<file path="src/pamux_pkg.sv">
// shared constants and types for the port A mux and reset-circuit control slice
`default_nettype none

package pamux_pkg;

  // ==========================================================================
  // register map (byte offsets from the control bank base)
  // ==========================================================================
  localparam int PAMUX_DATA_W = 32;                   // register bus data width
  localparam logic [11:0] PAMUX_OFF_POR_CTRL = 12'h024; // power_on_reset_control
  localparam logic [11:0] PAMUX_OFF_PA_CFG = 12'h030;   // port_a_function_and_input_type

  // ==========================================================================
  // power_on_reset_control fields
  // ==========================================================================
  localparam int PAMUX_KEY_LSB = 0;                   // disable key field low bit
  localparam int PAMUX_KEY_W = 16;                    // disable key field width
  localparam logic [15:0] PAMUX_DISABLE_KEY = 16'h5AA5; // value that turns the circuit off
  localparam logic [15:0] PAMUX_KEY_RESET = 16'h0000;   // key after any reset (circuit armed)
  localparam logic [15:0] PAMUX_RSVD_ZERO = 16'h0000;   // reserved upper half reads this

  // ==========================================================================
  // port A configuration fields
  // ==========================================================================
  localparam int PAMUX_PINS = 16;                     // pins on port A
  localparam int PAMUX_FSEL_LSB = 0;                  // function select bits [15:0]
  localparam int PAMUX_SCHMITT_LSB = 16;              // schmitt enables [31:16]
  localparam int PAMUX_PIN15 = 15;                    // function bit of pin 15
  localparam int PAMUX_PIN14 = 14;                    // function bit of pin 14
  localparam int PAMUX_PIN13 = 13;                    // function bit of pin 13
  localparam logic [31:0] PAMUX_PA_CFG_RESET = 32'h0000_0000; // all gpio, no schmitt
  localparam logic [31:0] PAMUX_RDATA_IDLE = 32'h0000_0000;   // read data outside a read

  // ==========================================================================
  // pin function codes, one-hot
  // ==========================================================================
  typedef enum logic [2:0] {
    PAMUX_FN_GPIO = 3'b001,  // plain general-purpose i/o
    PAMUX_FN_PWM  = 3'b010,  // pulse-width output
    PAMUX_FN_ALT  = 3'b100   // audio clock or external bus line
  } pamux_fn_t;

endpackage

`default_nettype wire
</file>
<file path="src/pamux_ctrl.sv">
// reset-circuit disable control and port A pin configuration register slice
//
// Notes on behaviour
// - power-up event resets chip while circuit armed
// - key 0x5AA5 in bits 15:0 disarms circuit
// - any other key value re-arms circuit
// - every other reset source re-arms circuit
// - key writes ignored while register protection on
// - upper half bits enable per-pin schmitt trigger
// - port configuration resets to all zero
// - pin 14: gpio, pwm 2 or bus bit 15
// - pin 13: gpio, pwm 1 or bus bit 14
//
// Implementation choice: strobed register access.
`default_nettype none

module pamux_ctrl #(
  parameter int ADDR_W = 12  // register byte-address width, bits
) (
  input wire logic mclk,
  input wire logic resetn,
  // register port
  input wire logic [ADDR_W-1:0] reg_addr,
  input wire logic [pamux_pkg::PAMUX_DATA_W-1:0] reg_wdata,
  input wire logic reg_write,
  input wire logic reg_read,
  output logic [pamux_pkg::PAMUX_DATA_W-1:0] reg_rdata,
  // level from the protection unit, high while protected writes are allowed
  input wire logic write_unlocked,
  // reset sources
  input wire logic power_up_event,
  input wire logic reset_pin_event,
  input wire logic watchdog_reset,
  input wire logic low_voltage_reset,
  input wire logic brownout_detector_reset,
  input wire logic debug_probe_reset,
  input wire logic software_chip_reset,
  // alternate-function controls held elsewhere
  input wire logic pin15_audio_clock_select,
  input wire logic external_bus_enable,
  input wire logic external_bus_high_byte_enable7,
  input wire logic external_bus_high_byte_enable6,
  // outputs
  output logic chip_reset_request,
  output logic por_circuit_enabled,
  output logic [pamux_pkg::PAMUX_PINS-1:0] port_a_schmitt_enable,
  output logic [pamux_pkg::PAMUX_PINS-1:0] port_a_function_select,
  output logic [2:0] pin15_function,
  output logic [2:0] pin14_function,
  output logic [2:0] pin13_function
);
  import pamux_pkg::*;

  // ==========================================================================
  // elaboration checks
  // ==========================================================================
  // the highest offset must be reachable on the address port
  if (ADDR_W < 6 || ADDR_W > 12) begin : g_bad_addr_w
    $error("pamux_ctrl: ADDR_W must be between 6 and 12");
  end

  // ==========================================================================
  // helpers
  // ==========================================================================
  // address match against a package offset, cut to the port width
  function automatic logic addr_hit(input logic [ADDR_W-1:0] addr, input logic [11:0] off);
    addr_hit = (addr == off[ADDR_W-1:0]);
  endfunction

  // ==========================================================================
  // state
  // ==========================================================================
  typedef struct packed {
    logic [PAMUX_KEY_W-1:0] key;    // reset-circuit disable key field
    logic [PAMUX_DATA_W-1:0] cfg;   // port A configuration word
    logic [PAMUX_DATA_W-1:0] rdata; // read data, valid one cycle after a read
    logic reset_req;                // chip reset request pulse
  } pamux_state_t;

  pamux_state_t state;       // registered state
  pamux_state_t next_state;  // next value

  logic rearm;        // any non power-up reset source active
  logic key_wr;       // write strobe aimed at the control register
  logic cfg_wr;       // write strobe aimed at the configuration register
  logic por_armed;    // circuit is live in the current cycle

  // any of these resets the chip elsewhere and must leave the circuit armed
  assign rearm = reset_pin_event | watchdog_reset | low_voltage_reset |
                 brownout_detector_reset | debug_probe_reset | software_chip_reset;
  assign key_wr = reg_write && addr_hit(reg_addr, PAMUX_OFF_POR_CTRL);
  assign cfg_wr = reg_write && addr_hit(reg_addr, PAMUX_OFF_PA_CFG);
  // only the exact key disarms; every other value leaves it live
  assign por_armed = (state.key != PAMUX_DISABLE_KEY);

  // ==========================================================================
  // next-state logic
  // ==========================================================================
  always_comb begin
    next_state = state;

    // key field: protected, low half only
    if (key_wr && write_unlocked) begin
      next_state.key = reg_wdata[PAMUX_KEY_LSB +: PAMUX_KEY_W];
    end
    // hardware re-arm beats a software write in the same cycle
    if (rearm) begin
      next_state.key = PAMUX_KEY_RESET;
    end

    // configuration word: not protected, every bit writable
    if (cfg_wr) begin
      next_state.cfg = reg_wdata;
    end

    // power-up while armed requests a whole-chip reset for one cycle
    next_state.reset_req = power_up_event && por_armed;

    // read data: stands only in the cycle after the read strobe
    next_state.rdata = PAMUX_RDATA_IDLE;
    if (reg_read) begin
      if (addr_hit(reg_addr, PAMUX_OFF_POR_CTRL)) begin
        // reserved upper half reads as zero
        next_state.rdata = {PAMUX_RSVD_ZERO, state.key};
      end else if (addr_hit(reg_addr, PAMUX_OFF_PA_CFG)) begin
        next_state.rdata = state.cfg;
      end else begin
        // unmapped address answers zero
        next_state.rdata = PAMUX_RDATA_IDLE;
      end
    end
  end

  // ==========================================================================
  // state register
  // ==========================================================================
  always_ff @(posedge mclk or negedge resetn) begin
    if (!resetn) begin
      state.key <= PAMUX_KEY_RESET;
      state.cfg <= PAMUX_PA_CFG_RESET;
      state.rdata <= PAMUX_RDATA_IDLE;
      state.reset_req <= 1'b0;
    end else begin
      state <= next_state;
    end
  end

  // ==========================================================================
  // outputs
  // ==========================================================================
  assign reg_rdata = state.rdata;
  assign chip_reset_request = state.reset_req;
  assign por_circuit_enabled = por_armed;
  assign port_a_schmitt_enable = state.cfg[PAMUX_SCHMITT_LSB +: PAMUX_PINS];
  assign port_a_function_select = state.cfg[PAMUX_FSEL_LSB +: PAMUX_PINS];

  // ==========================================================================
  // per-pin function decoders
  // ==========================================================================
  // pin 15 ignores the bus enables, its alternate comes from the audio selector
  pamux_pin_decode #(
    .BUS_PIN(1'b0)
  ) u_pin15 (
    .mclk(mclk),
    .resetn(resetn),
    .func_bit(state.cfg[PAMUX_PIN15]),
    .alt_select(pin15_audio_clock_select),
    .bus_enable(1'b0),
    .high_byte_enable(1'b0),
    .pin_function(pin15_function)
  );

  // pin 14 carries bus address/data bit 15
  pamux_pin_decode #(
    .BUS_PIN(1'b1)
  ) u_pin14 (
    .mclk(mclk),
    .resetn(resetn),
    .func_bit(state.cfg[PAMUX_PIN14]),
    .alt_select(1'b0),
    .bus_enable(external_bus_enable),
    .high_byte_enable(external_bus_high_byte_enable7),
    .pin_function(pin14_function)
  );

  // pin 13 carries bus address/data bit 14
  pamux_pin_decode #(
    .BUS_PIN(1'b1)
  ) u_pin13 (
    .mclk(mclk),
    .resetn(resetn),
    .func_bit(state.cfg[PAMUX_PIN13]),
    .alt_select(1'b0),
    .bus_enable(external_bus_enable),
    .high_byte_enable(external_bus_high_byte_enable6),
    .pin_function(pin13_function)
  );
endmodule

`default_nettype wire

</file>
<file path="src/pamux_pin_decode.sv">
// function decoder for one multi-function pin of port A, registered output
`default_nettype none

module pamux_pin_decode #(
  parameter bit BUS_PIN = 1'b1  // 1: alt function is a bus line; 0: alt picked by alt_select
) (
  input wire logic mclk,
  input wire logic resetn,
  input wire logic func_bit,
  input wire logic alt_select,
  input wire logic bus_enable,
  input wire logic high_byte_enable,
  output logic [2:0] pin_function
);
  import pamux_pkg::*;

  // ==========================================================================
  // state
  // ==========================================================================
  typedef struct packed {
    pamux_fn_t fn;  // currently selected pin function
  } pamux_dec_state_t;

  pamux_dec_state_t state;       // registered state
  pamux_dec_state_t next_state;  // next value

  // decode of the function bit against the alternate-function controls
  always_comb begin
    next_state = state;
    if (!func_bit) begin
      // function bit clear always gives gpio
      next_state.fn = PAMUX_FN_GPIO;
    end else if (!BUS_PIN) begin
      // audio-clock pin: selector alone chooses pwm or clock
      next_state.fn = alt_select ? PAMUX_FN_ALT : PAMUX_FN_PWM;
    end else if (!bus_enable && !high_byte_enable) begin
      next_state.fn = PAMUX_FN_PWM;
    end else if (bus_enable && high_byte_enable) begin
      next_state.fn = PAMUX_FN_ALT;
    end else begin
      // mixed enables are undefined; falling back to gpio keeps the pad harmless
      next_state.fn = PAMUX_FN_GPIO;
    end
  end

  // state register
  always_ff @(posedge mclk or negedge resetn) begin
    if (!resetn) begin
      state <= '{fn: PAMUX_FN_GPIO};
    end else begin
      state <= next_state;
    end
  end

  assign pin_function = state.fn;
endmodule

`default_nettype wire

</file>
<file path="config.mk">
export PLATFORM = sky130hd
export DESIGN_NAME = pamux_ctrl
export DESIGN_NICKNAME = d
export VERILOG_FILES = /design/src/pamux_pkg.sv /design/src/pamux_ctrl.sv /design/src/pamux_pin_decode.sv
export SDC_FILE = /design/constraint.sdc
export NUM_CORES = 1
export LEC_CHECK = 0
export ABC_AREA = 1
export BUFFER_PORTS_ARGS = -buffer_cell sky130_fd_sc_hd__clkbuf_2
export CAP_MARGIN = 25
export CORE_AREA = 10 10 145 147
export CTS_BUF_LIST = sky130_fd_sc_hd__clkbuf_8
export DETAILED_ROUTE_END_ITERATION = 8
export DIE_AREA = 0 0 155 157
export PLACE_DENSITY = 0.47
export SLEW_MARGIN = 20
export SYNTH_ARGS = -nofsm -noshare
export SYNTH_HDL_FRONTEND = slang
export SYNTH_SLANG_ARGS = --single-unit
</file>
<file path="constraint.sdc">
create_clock -name mclk -period 1.7 [get_ports mclk]
set_input_delay 0.34 -clock mclk [delete_from_list [all_inputs] [get_ports mclk]]
set_output_delay 0.34 -clock mclk [all_outputs]
set_load 0.005 [all_outputs]
</file>
==> run_results.csv, run 1 <==
group,metric,value,unit
synthesis,yosysWarnings,0,
synthesis,async_flop_share,100,%
power,cellLeakagePower,2.93,nW
clock_network,clockBufferDepth,2,
power,p_per_area,734,mW/mm^2
run,drv_cap,0,
synthesis,syn_area,0.00448,sq mm
route,num_vias,3214,
clock_network,clock_latency,0.38,ns
synthesis,yosysTopAreaCell,"dfrtp_1",
global_route,grt_max_degree,41,
global_route,grt_pass1_vias,3464,
clock_network,htreeDepth,3,
place,gp_congestion,0.753,
route,first_pass_iters,4,
floorplan,dieArea,0.0243,sq mm
sta,worstMarginPinSlew,0.317,ns
floorplan,die_width,155,um
sta,fmax,597,MHz
finish,diodes,0,
synthesis,yosys.area.top_type_share,48.6,%
clock_network,numClockSinks,90,
clock_network,numCtsBuffers,9,
floorplan,row_count,50,
route,antenna_left,0,
route,drt_wl_total,11700,um
power,ir_drop,0.297,mV
route,drc_errors,0,
synthesis,synthCells,502,
clock_network,clk_pin_slew,0.09,ns
synthesis,synth-seq-cells,90,
synthesis,syn-num-nets,566,
route,routed_via_density,3.91,
sta,fin_worst_skew,0.0137,ns
sta,holdWs,0.125,ns
synthesis,syn_area_per_cell,8.93,sq um
global_route,antenna_found_initial,0,
worst_setup_path,worstSetupEndpointType,"primary output",
synthesis,post_synth_num_cell_types,29,
min_path,hp-class,"input port to flip-flop",
route,routedWlPerCell,14.2,um
finish,stdcell_area,0.00519,sq mm
sta,setup_viol,0,
floorplan,core-area,0.0183,sq mm
finish,nFillCells,1989,
global_route,grt_pass1_wl,18400,um
sta,slew_headroom,78.9,%
finish,area_growth,15.8,%
synthesis,yosysSeqAreaShare,50.3,%
worst_setup_path,crit_required,1.36,ns
synthesis,synth_area_leaders,"dfrtp_1 49%, buf_4 11%, nand2_1 11%",
global_route,grt_util_all_layers,9.63,%
worst_setup_path,cp_max_fo,2,
sta,fin_crit_sh,98.5,%
finish,fin_nets,648,
worst_setup_path,cp-start-kind,"flip-flop",
status,status,"finished, final reports clean",
sta,hold_violations,0,
route,drt_first_iter_violations,140,
place,dpl_cell_area,0.00494,sq mm
synthesis,synth-edff-count,0,
sta,rsz0062_at_grt,"yes",
synthesis,synth_ff_type,"dfrtp_1",
sta,final.min_clock_period,1.67,ns
clock_network,cts_tree,"built",
finish,post-route-util,28.3,%
finish,drive_above_1_share,37.5,%
floorplan,start_util,24.4,%
clock_network,cts_root_buffer,"clkbuf_8",
place,io_buffers,134,
place,place_hpwl,8990,um
worst_setup_path,cp.arrival,1.33,ns
floorplan,die_h,157,um
sta,maxSlewViolCount,0,
worst_setup_path,critical_path_class,"flip-flop to primary output",
floorplan,ioPinCount,135,
global_route,gr-total-overflow,0,
area by class of cell:
| cell class | count | area, sq um | share of cell area (%) |
|---|---|---|---|
| well taps | 234 | 293 | 5.64 |
| flip-flops and latches | 90 | 2260 | 43.5 |
| multi-input cells | 267 | 1370 | 26.3 |
| repair buffers | 150 | 833 | 16.1 |
| clock buffers | 11 | 151 | 2.92 |
| inverters | 66 | 253 | 4.87 |
| clock inverters | 5 | 37.5 | 0.723 |
state kept, by name, indices dropped and copies added (netlist names):
signal and count:
chip_reset_request 1, port_a_function_select 16, state 16, u_pin15.pin_function 3, u_pin13.pin_function 3, u_pin14.pin_function 3, reg_rdata 32, port_a_schmitt_enable 16
cell usage after synthesis (2+ instances only):
cell     count
buf_2        5
buf_4       65
buf_6        7
dfrtp_1     87
dfstp_2      3
ha_1         4
inv_1       62
inv_2        3
nand2_1    127
nand2_2     13
nand2_4      2
nand3_1     17
nand3_4      3
nor2_1      55
nor2_2       2
nor2_8       3
o21ai_1     12
o21ai_2     20
or2_2        2
critical path, cell delays in order, from the launching register on:
cell      delay [ns]
dfrtp_1         0.41
nor2_1          0.11
nand3b_1        0.08
nor2_1          0.11
nand3_1         0.12
clkbuf_2        0.14
stage by stage:
step	setup slack (ns)	cells	power, mW	setup TNS, ns
after detailed placement	0.167	801	2.42	0
after global placement	0.213	801	2.41	0
after CTS	0.000805	822	3.88	0
final	0.0257	823	3.81	0
after global routing	-0.0811	823	3.99	-0.0811
after floorplan	0.431	502	2.27	0
placed cells by master (no fill, tap or decap):
cell / n
dfstp_2: 3
dfrtp_1: 87
buf_12: 3
nor3b_2: 1
nor3_4: 1
nand2_1: 127
and2_1: 1
inv_2: 3
clkinvlp_4: 2
clkinv_2: 1
inv_1: 62
nor2_8: 3
nand3_4: 3
nand2_2: 13
nand4_1: 1
nand3_1: 17
buf_4: 13
clkbuf_8: 11
o21ai_2: 20
nand4_2: 1
nand3b_1: 1
o21ai_1: 12
nor2_2: 2
clkinv_4: 2
clkbuf_2: 133
inv_6: 1
nand2_4: 2
dlygate4sd3_1: 1
nor3_2: 1
or2_2: 2
ha_1: 4
nor2_1: 55
cells by family after synthesis:
family	after synthesis	share of synthesized area (%)
simple gates	231	23.9
fa+ha+maj	4	1.12
flops	90	50.3
buf+inv	145	19.4
compound gates	32	5.25
final timing paths:
path / from / end / slack (ns) / cells past startpoint
max: state[69] / por_circuit_enabled / 0.03 / 5
min: pin15_audio_clock_select / u_pin15.pin_function[1] / 0.12 / 2
max reg2reg: state[69] / chip_reset_request / 0.63 / 5
min reg2reg: port_a_function_select[15] / u_pin15.pin_function[0] / 0.51 / 1
max in group asynchronous: resetn / u_pin15.pin_function[0] / 0.78 / 3
min in group asynchronous: resetn / state[78] / 0.37 / 2
where the power goes:
part           internal (mW)  leakage [nW]  switching [mW]
sequential              2.15          1.24         0.00525
clock                  0.617        0.0919           0.824
combinational         0.0862          1.59           0.130
metal layers:
metal  wire length, um  global-route usage (%)  up-vias
li1                  -                       -     1604
met1              4820                    10.7     1515
met2              5800                    16.2       81
met3               800                    3.30       14
met4               240                    4.50        0
met5                 0                       0        -
what timing repair did:
| item | 4_1_cts | 5_1_grt |
|---|---|---|
| endpoints found under the setup margin | 1 | 1 |
| endpoints found under the hold margin | 14 | 0 |
| hold buffers | 1 | 0 |
| gates cloned | 0 | 0 |
| setup buffers | 4 | 1 |
| pin swaps | 2 | 0 |
| resized for setup | 2 | 0 |
(Power assumes the default switching activity.)
==> run 2, diff against run 1 <==
--- a/config.mk
+++ b/config.mk
@@ -6,13 +6,13 @@
 export NUM_CORES = 1
 export LEC_CHECK = 0
 export ABC_AREA = 1
-export BUFFER_PORTS_ARGS = -buffer_cell sky130_fd_sc_hd__clkbuf_2
 export CAP_MARGIN = 25
 export CORE_AREA = 10 10 145 147
 export CTS_BUF_LIST = sky130_fd_sc_hd__clkbuf_8
 export DETAILED_ROUTE_END_ITERATION = 8
 export DIE_AREA = 0 0 155 157
-export PLACE_DENSITY = 0.47
+export DONT_BUFFER_PORTS = 1
+export PLACE_DENSITY = 0.41
 export SLEW_MARGIN = 20
 export SYNTH_ARGS = -nofsm -noshare
 export SYNTH_HDL_FRONTEND = slang
==> run_results.csv, run 2 (synthesis gave the netlist of run 1 again) <==
group,metric,value,unit
power,combPwrFrac,2.3,%
sta,finalSetupTns,0,ns
power,ir_drop,0.385,mV
finish,fin_nets,507,
clock_network,clk_pin_slew,0.10,ns
worst_setup_path,crit_required,1.36,ns
route,drt_first_iter_violations,207,
route,first_pass_iters,4,
clock_network,cts_tree,"built",
route,routed_via_density,3.91,
finish,final_common_cell,"nand2_1",
sta,slew_headroom,73.4,%
floorplan,die_h,157,um
clock_network,cts_setup_buffers,0,
global_route,grt_max_degree,91,
clock_network,clockBufferDepth,2,
place,place_ws,0.224,ns
finish,diodes,0,
status,failed_checks,"negative hold slack",
clock_network,cts_root_buffer,"clkbuf_8",
status,status,"complete, but fails checks",
sta,worstMarginPinSlew,0.398,ns
global_route,antenna_found_initial,0,
power,pwr-share-clk,39.2,%
sta,final.min_clock_period,1.61,ns
worst_setup_path,cp_max_fo,3,
sta,fin_ws,0.0885,ns
clock_network,numCtsBuffers,9,
finish,final_cell_mix,"127 x nand2_1, 87 x dfrtp_1, 62 x inv_1",
power,cellLeakagePower,2.28,nW
finish,drive_above_1_share,17.4,%
power,pwr-share-seq,58.6,%
route,num_vias,2665,
global_route,grt_pass1_vias,2774,
global_route,grt_pass1_wl,17000,um
finish,nFillCells,1975,
floorplan,dieArea,0.0243,sq mm
global_route,gr-total-overflow,0,
run,drv_cap,0,
route,routedWlPerCell,16.1,um
place,io_buffers,0,
finish,largest_reg_flops,32,
power,switching_share,25.8,%
finish,area_growth,-1.56,%
min_path,hp-class,"input port to async pin",
sta,maxSlewViolCount,0,
power,p_per_area,834,mW/mm^2
sta,fmax,621,MHz
worst_setup_path,cp.arrival,1.27,ns
clock_network,clock_latency,0.38,ns
clock_network,numClockSinks,90,
finish,layoutNonFillerInstCount,682,
route,drt_wl_total,11000,um
floorplan,row_count,50,
floorplan,ioPinCount,135,
worst_setup_path,startpoint,"state[69]",
clock_network,hold_buffers,1,
power,internal_power,2.73,mW
sta,setup_viol,0,
sta,fin_crit_sh,94.8,%
place,place_hpwl,7970,um
floorplan,die_width,155,um
global_route,grt_util_all_layers,9.13,%
floorplan,core-area,0.0183,sq mm
worst_setup_path,critical_path_class,"flip-flop to primary output",
sta,holdWs,-0.344,ns
worst_setup_path,reg2reg_from,"state[69]",
worst_setup_path,worstSetupEndpointType,"primary output",
clock_network,htreeDepth,3,
route,antenna_left,0,
route,drc_errors,0,
worst_setup_path,cp-start-kind,"flip-flop",
clock_network,cts_resized,0,
power,p_sw,0.950,mW
floorplan,start_util,24.4,%
sta,hold_violations,90,
place,gp_congestion,0.684,
sta,rsz0062_at_grt,"no",
place,placedCellCount,665,
sta,fin_worst_skew,0.00496,ns
run 2: cell types whose count changed in the layout (fill, tap and decap cells not counted), moves of 2 or more:
cell / change
clkbuf_2: -133
buf_4: -5
buf_12: -3
inv_6: +3
clkbuf_8: -2
run 2: worst max-delay path: stages (launching register included):
cell and delay, ns:
dfrtp_1 0.41, nor2_1 0.12, nand3b_1 0.11, nor2_1 0.11, nand3_1 0.13
run 2: final timing paths:
| kind | to | slack [ns] | depth (start not counted) |
|---|---|---|---|
| worst max-delay path | por_circuit_enabled | 0.09 | 4 |
| worst min-delay path | reg_rdata[8] | -0.34 | 0 |
| worst max register to register | chip_reset_request | 0.52 | 5 |
| worst min register to register | reg_rdata[11] | 0.53 | 2 |
| max in group asynchronous | u_pin13.pin_function[0] | 1.81 | 0 |
| min in group mclk | u_pin15.pin_function[2] | 0.06 | 2 |
run 2: layout make-up:
type | instances | area [sq um] | share of cell area (%)
flip-flops and latches | 90 | 2260 | 51.1
multi-input cells | 267 | 1360 | 30.8
well taps | 234 | 293 | 6.64
inverters | 66 | 253 | 5.73
clock buffers | 9 | 124 | 2.81
repair buffers | 9 | 70.1 | 1.59
clock inverters | 7 | 58.8 | 1.33
run 2: power groups by stage:
| stage | Combinational, mW | Sequential [mW] | Clock (mW) |
|---|---|---|---|
| 2_1_floorplan | 0.0733 | 2.19 | 0 |
| 3_3_place_gp | 0.0844 | 2.20 | 0 |
| 3_5_place_dp | 0.0847 | 2.20 | 0 |
| 4_1_cts | 0.0871 | 2.15 | 1.50 |
| 5_1_grt | 0.0973 | 2.16 | 1.60 |
| 6_report | 0.0841 | 2.15 | 1.44 |
run 2: metal layers:
layer  GRT usage (%)  vias up  routed length (um)
met4            3.64        0                 161
met3            3.68        8                 954
met2            14.3       92                5220
met5               0        -                   0
met1            11.0     1242                4620
li1                -     1323                   -
run 2: per-stage QoR:
stage	instance area, sq um	hold WS [ns]	util [%]	power (mW)
6_report	4410	-0.344	24.1	3.68
3_3_place_gp	4220	0.0492	23.0	2.28
3_5_place_dp	4220	0.0512	23.0	2.28
2_1_floorplan	4480	0.0444	-	2.27
4_1_cts	4410	-0.380	24.1	3.75
5_1_grt	4410	-0.382	24.1	3.85
==> run 3, diff against run 2 <==
--- a/config.mk
+++ b/config.mk
@@ -7,13 +7,14 @@
 export LEC_CHECK = 0
 export ABC_AREA = 1
 export CAP_MARGIN = 25
-export CORE_AREA = 10 10 145 147
+export CORE_AREA = 10 10 140 142
 export CTS_BUF_LIST = sky130_fd_sc_hd__clkbuf_8
 export DETAILED_ROUTE_END_ITERATION = 8
-export DIE_AREA = 0 0 155 157
+export DIE_AREA = 0 0 150 152
 export DONT_BUFFER_PORTS = 1
 export PLACE_DENSITY = 0.41
 export SLEW_MARGIN = 20
 export SYNTH_ARGS = -nofsm -noshare
 export SYNTH_HDL_FRONTEND = slang
+export SYNTH_HIERARCHICAL = 1
 export SYNTH_SLANG_ARGS = --single-unit
==> run_results.csv, run 3 <==
group,metric,value,unit
clock_network,cts_resized,0,
power,cellLeakagePower,2.07,nW
global_route,grt_util_all_layers,9.52,%
worst_setup_path,slowest_stage,"dfrtp_1",
finish,area_growth,1.34,%
floorplan,die_h,152,um
power,internal_power,2.88,mW
worst_setup_path,crit_required,1.36,ns
clock_network,clock_latency,0.38,ns
worst_setup_path,max_stage_delay,0.41,ns
power,p_total,3.70,mW
sta,holdWs,-0.357,ns
worst_setup_path,worstPathCellList,"nor3_1 > nand4_1 > or2_1",
route,routed_via_density,4.00,
clock_network,clockBufferDepth,2,
worst_setup_path,rrSetupSlack,0.51,ns
sta,hold_violations,90,
floorplan,start_util,24.3,%
power,combPwrFrac,1.5,%
clock_network,clk_pin_slew,0.10,ns
route,antenna_left,0,
sta,worstMarginPinSlew,0.423,ns
finish,nFillCells,1882,
global_route,antenna_found_initial,0,
sta,maxSlewViolCount,0,
clock_network,hold_buffers,1,
worst_setup_path,cp_max_fo,3,
route,drt_wl_total,10600,um
synthesis,synthCells,459,
global_route,grt_max_degree,91,
power,p_per_area,888,mW/mm^2
route,num_vias,2534,
sta,fin_crit_sh,105,%
power,ir_drop,0.313,mV
status,status,"complete, but fails checks",
clock_network,numCtsBuffers,9,
finish,largest_reg_flops,32,
power,switching_share,22.4,%
place,place_hpwl,7580,um
route,drt_first_iter_violations,95,
global_route,gr-total-overflow,0,
floorplan,die_width,150,um
power,pwr-share-clk,40.4,%
finish,ff_latch_area,0.00226,sq mm
global_route,grt_pass1_vias,2707,
place,placedCellCount,612,
sta,setup_viol,1,
power,p_sw,0.829,mW
finish,fin_nets,468,
finish,stdcell_area,0.00417,sq mm
finish,final_cell_mix,"124 x nand2_1, 87 x dfrtp_1, 51 x inv_1",
worst_setup_path,critical_path_class,"flip-flop to primary output",
clock_network,numClockSinks,90,
sta,rsz0062_at_grt,"yes",
finish,multi_input_area,0.00110,sq mm
clock_network,cts_root_buffer,"clkbuf_8",
min_path,hp-class,"input port to async pin",
place,io_buffers,0,
place,gp_congestion,0.693,
floorplan,ioPinCount,135,
sta,final.min_clock_period,1.79,ns
sta,fin_ws,-0.0865,ns
worst_setup_path,r2r_cells,4,
finish,diodes,0,
power,pwr-share-seq,58.0,%
clock_network,cts_tree,"built",
sta,fin_worst_skew,0.0159,ns
synthesis,syn_area_per_cell,8.97,sq um
global_route,grt_pass1_wl,16400,um
floorplan,core-area,0.0169,sq mm
route,first_pass_iters,4,
place,dpl_cell_area,0.00393,sq mm
finish,drive_above_1_share,10.8,%
status,failed_checks,"negative hold slack, negative setup slack",
finish,layoutNonFillerInstCount,634,
worst_setup_path,cp-start-kind,"flip-flop",
route,routedWlPerCell,16.7,um
worst_setup_path,worstSetupEndpointType,"primary output",
clock_network,htreeDepth,3,
run,drv_cap,0,
finish,final_common_cell,"nand2_1",
synthesis,syn_area,0.00412,sq mm
synthesis,yosysWarnings,6,
worst_setup_path,cp.arrival,1.45,ns
floorplan,dieArea,0.0228,sq mm
route,drc_errors,0,
sta,fmax,560,MHz
sta,slew_headroom,71.8,%
synthesis,syn-num-nets,523,
floorplan,row_count,48,
## run 3: cell count changes in the layout (fill, tap and decap cells not counted), sizes merged, moves of 2 or more
cell / previous run / this run
nor2: 60 / 30
o21ai: 32 / 47
clkinv: 2 / 4
buf: 8 / 12
clkinvlp: 2 / 0
nand2: 142 / 126
inv: 69 / 55
## run 3: timing repair
item | in CTS | in global routing
setup endpoints to repair | 1 | 1
pin swaps | 2 | 1
endpoints found under the hold margin | 91 | 90
buffers inserted | 4 | 1
## run 3: layout make-up
class	instances	area share, %
Clock inverter	6	1.38
Clock buffer	10	3.30
Sequential cell	90	54.1
Tap cell	225	6.75
Inverter	54	4.86
Multi-Input combinational cell	236	26.3
Timing Repair Buffer	13	3.30
## run 3: worst paths after layout
| path | startpoint | to |
|---|---|---|
| max in group asynchronous | resetn | u_pin13/pin_function[0] |
| max reg2reg | state[73] | chip_reset_request |
| min reg2reg | state[72] | reg_rdata[7] |
| min in group mclk | pin15_audio_clock_select | u_pin15/pin_function[2] |
| min | resetn | reg_rdata[23] |
| max | state[73] | por_circuit_enabled |
## run 3: worst max-delay path: cells and delay by family (launching register included)
family / cells / cell delay [ns]
DFF: 1 / 0.41
and+or+nand+nor: 3 / 0.66
## run 3: routing by layer
metal	vias up	routed length [um]	global-route usage (%)
met4	0	176	3.75
met2	86	5020	15.0
met5	-	0	0
li1	1233	-	-
met3	14	926	3.92
met1	1201	4460	11.2
## run 3: through the flow
step | worst slack [ns] | util, % | setup TNS, ns
5_1_grt | -0.198 | 24.6 | -0.198
3_3_place_gp | 0.281 | 23.2 | 0
2_1_floorplan | 0.387 | - | 0
4_1_cts | -0.104 | 24.6 | -0.104
3_5_place_dp | 0.283 | 23.2 | 0
6_report | -0.0865 | 24.6 | -0.0865
## run 3: power by group through the flow
stage / registers [mW] / logic, mW / clock network, mW
final: 2.15 / 0.0568 / 1.50
after global routing: 2.15 / 0.0671 / 1.66
after CTS: 2.15 / 0.0579 / 1.58
after detailed placement: 2.19 / 0.0555 / 0
after global placement: 2.19 / 0.0533 / 0
after floorplan: 2.19 / 0.0515 / 0
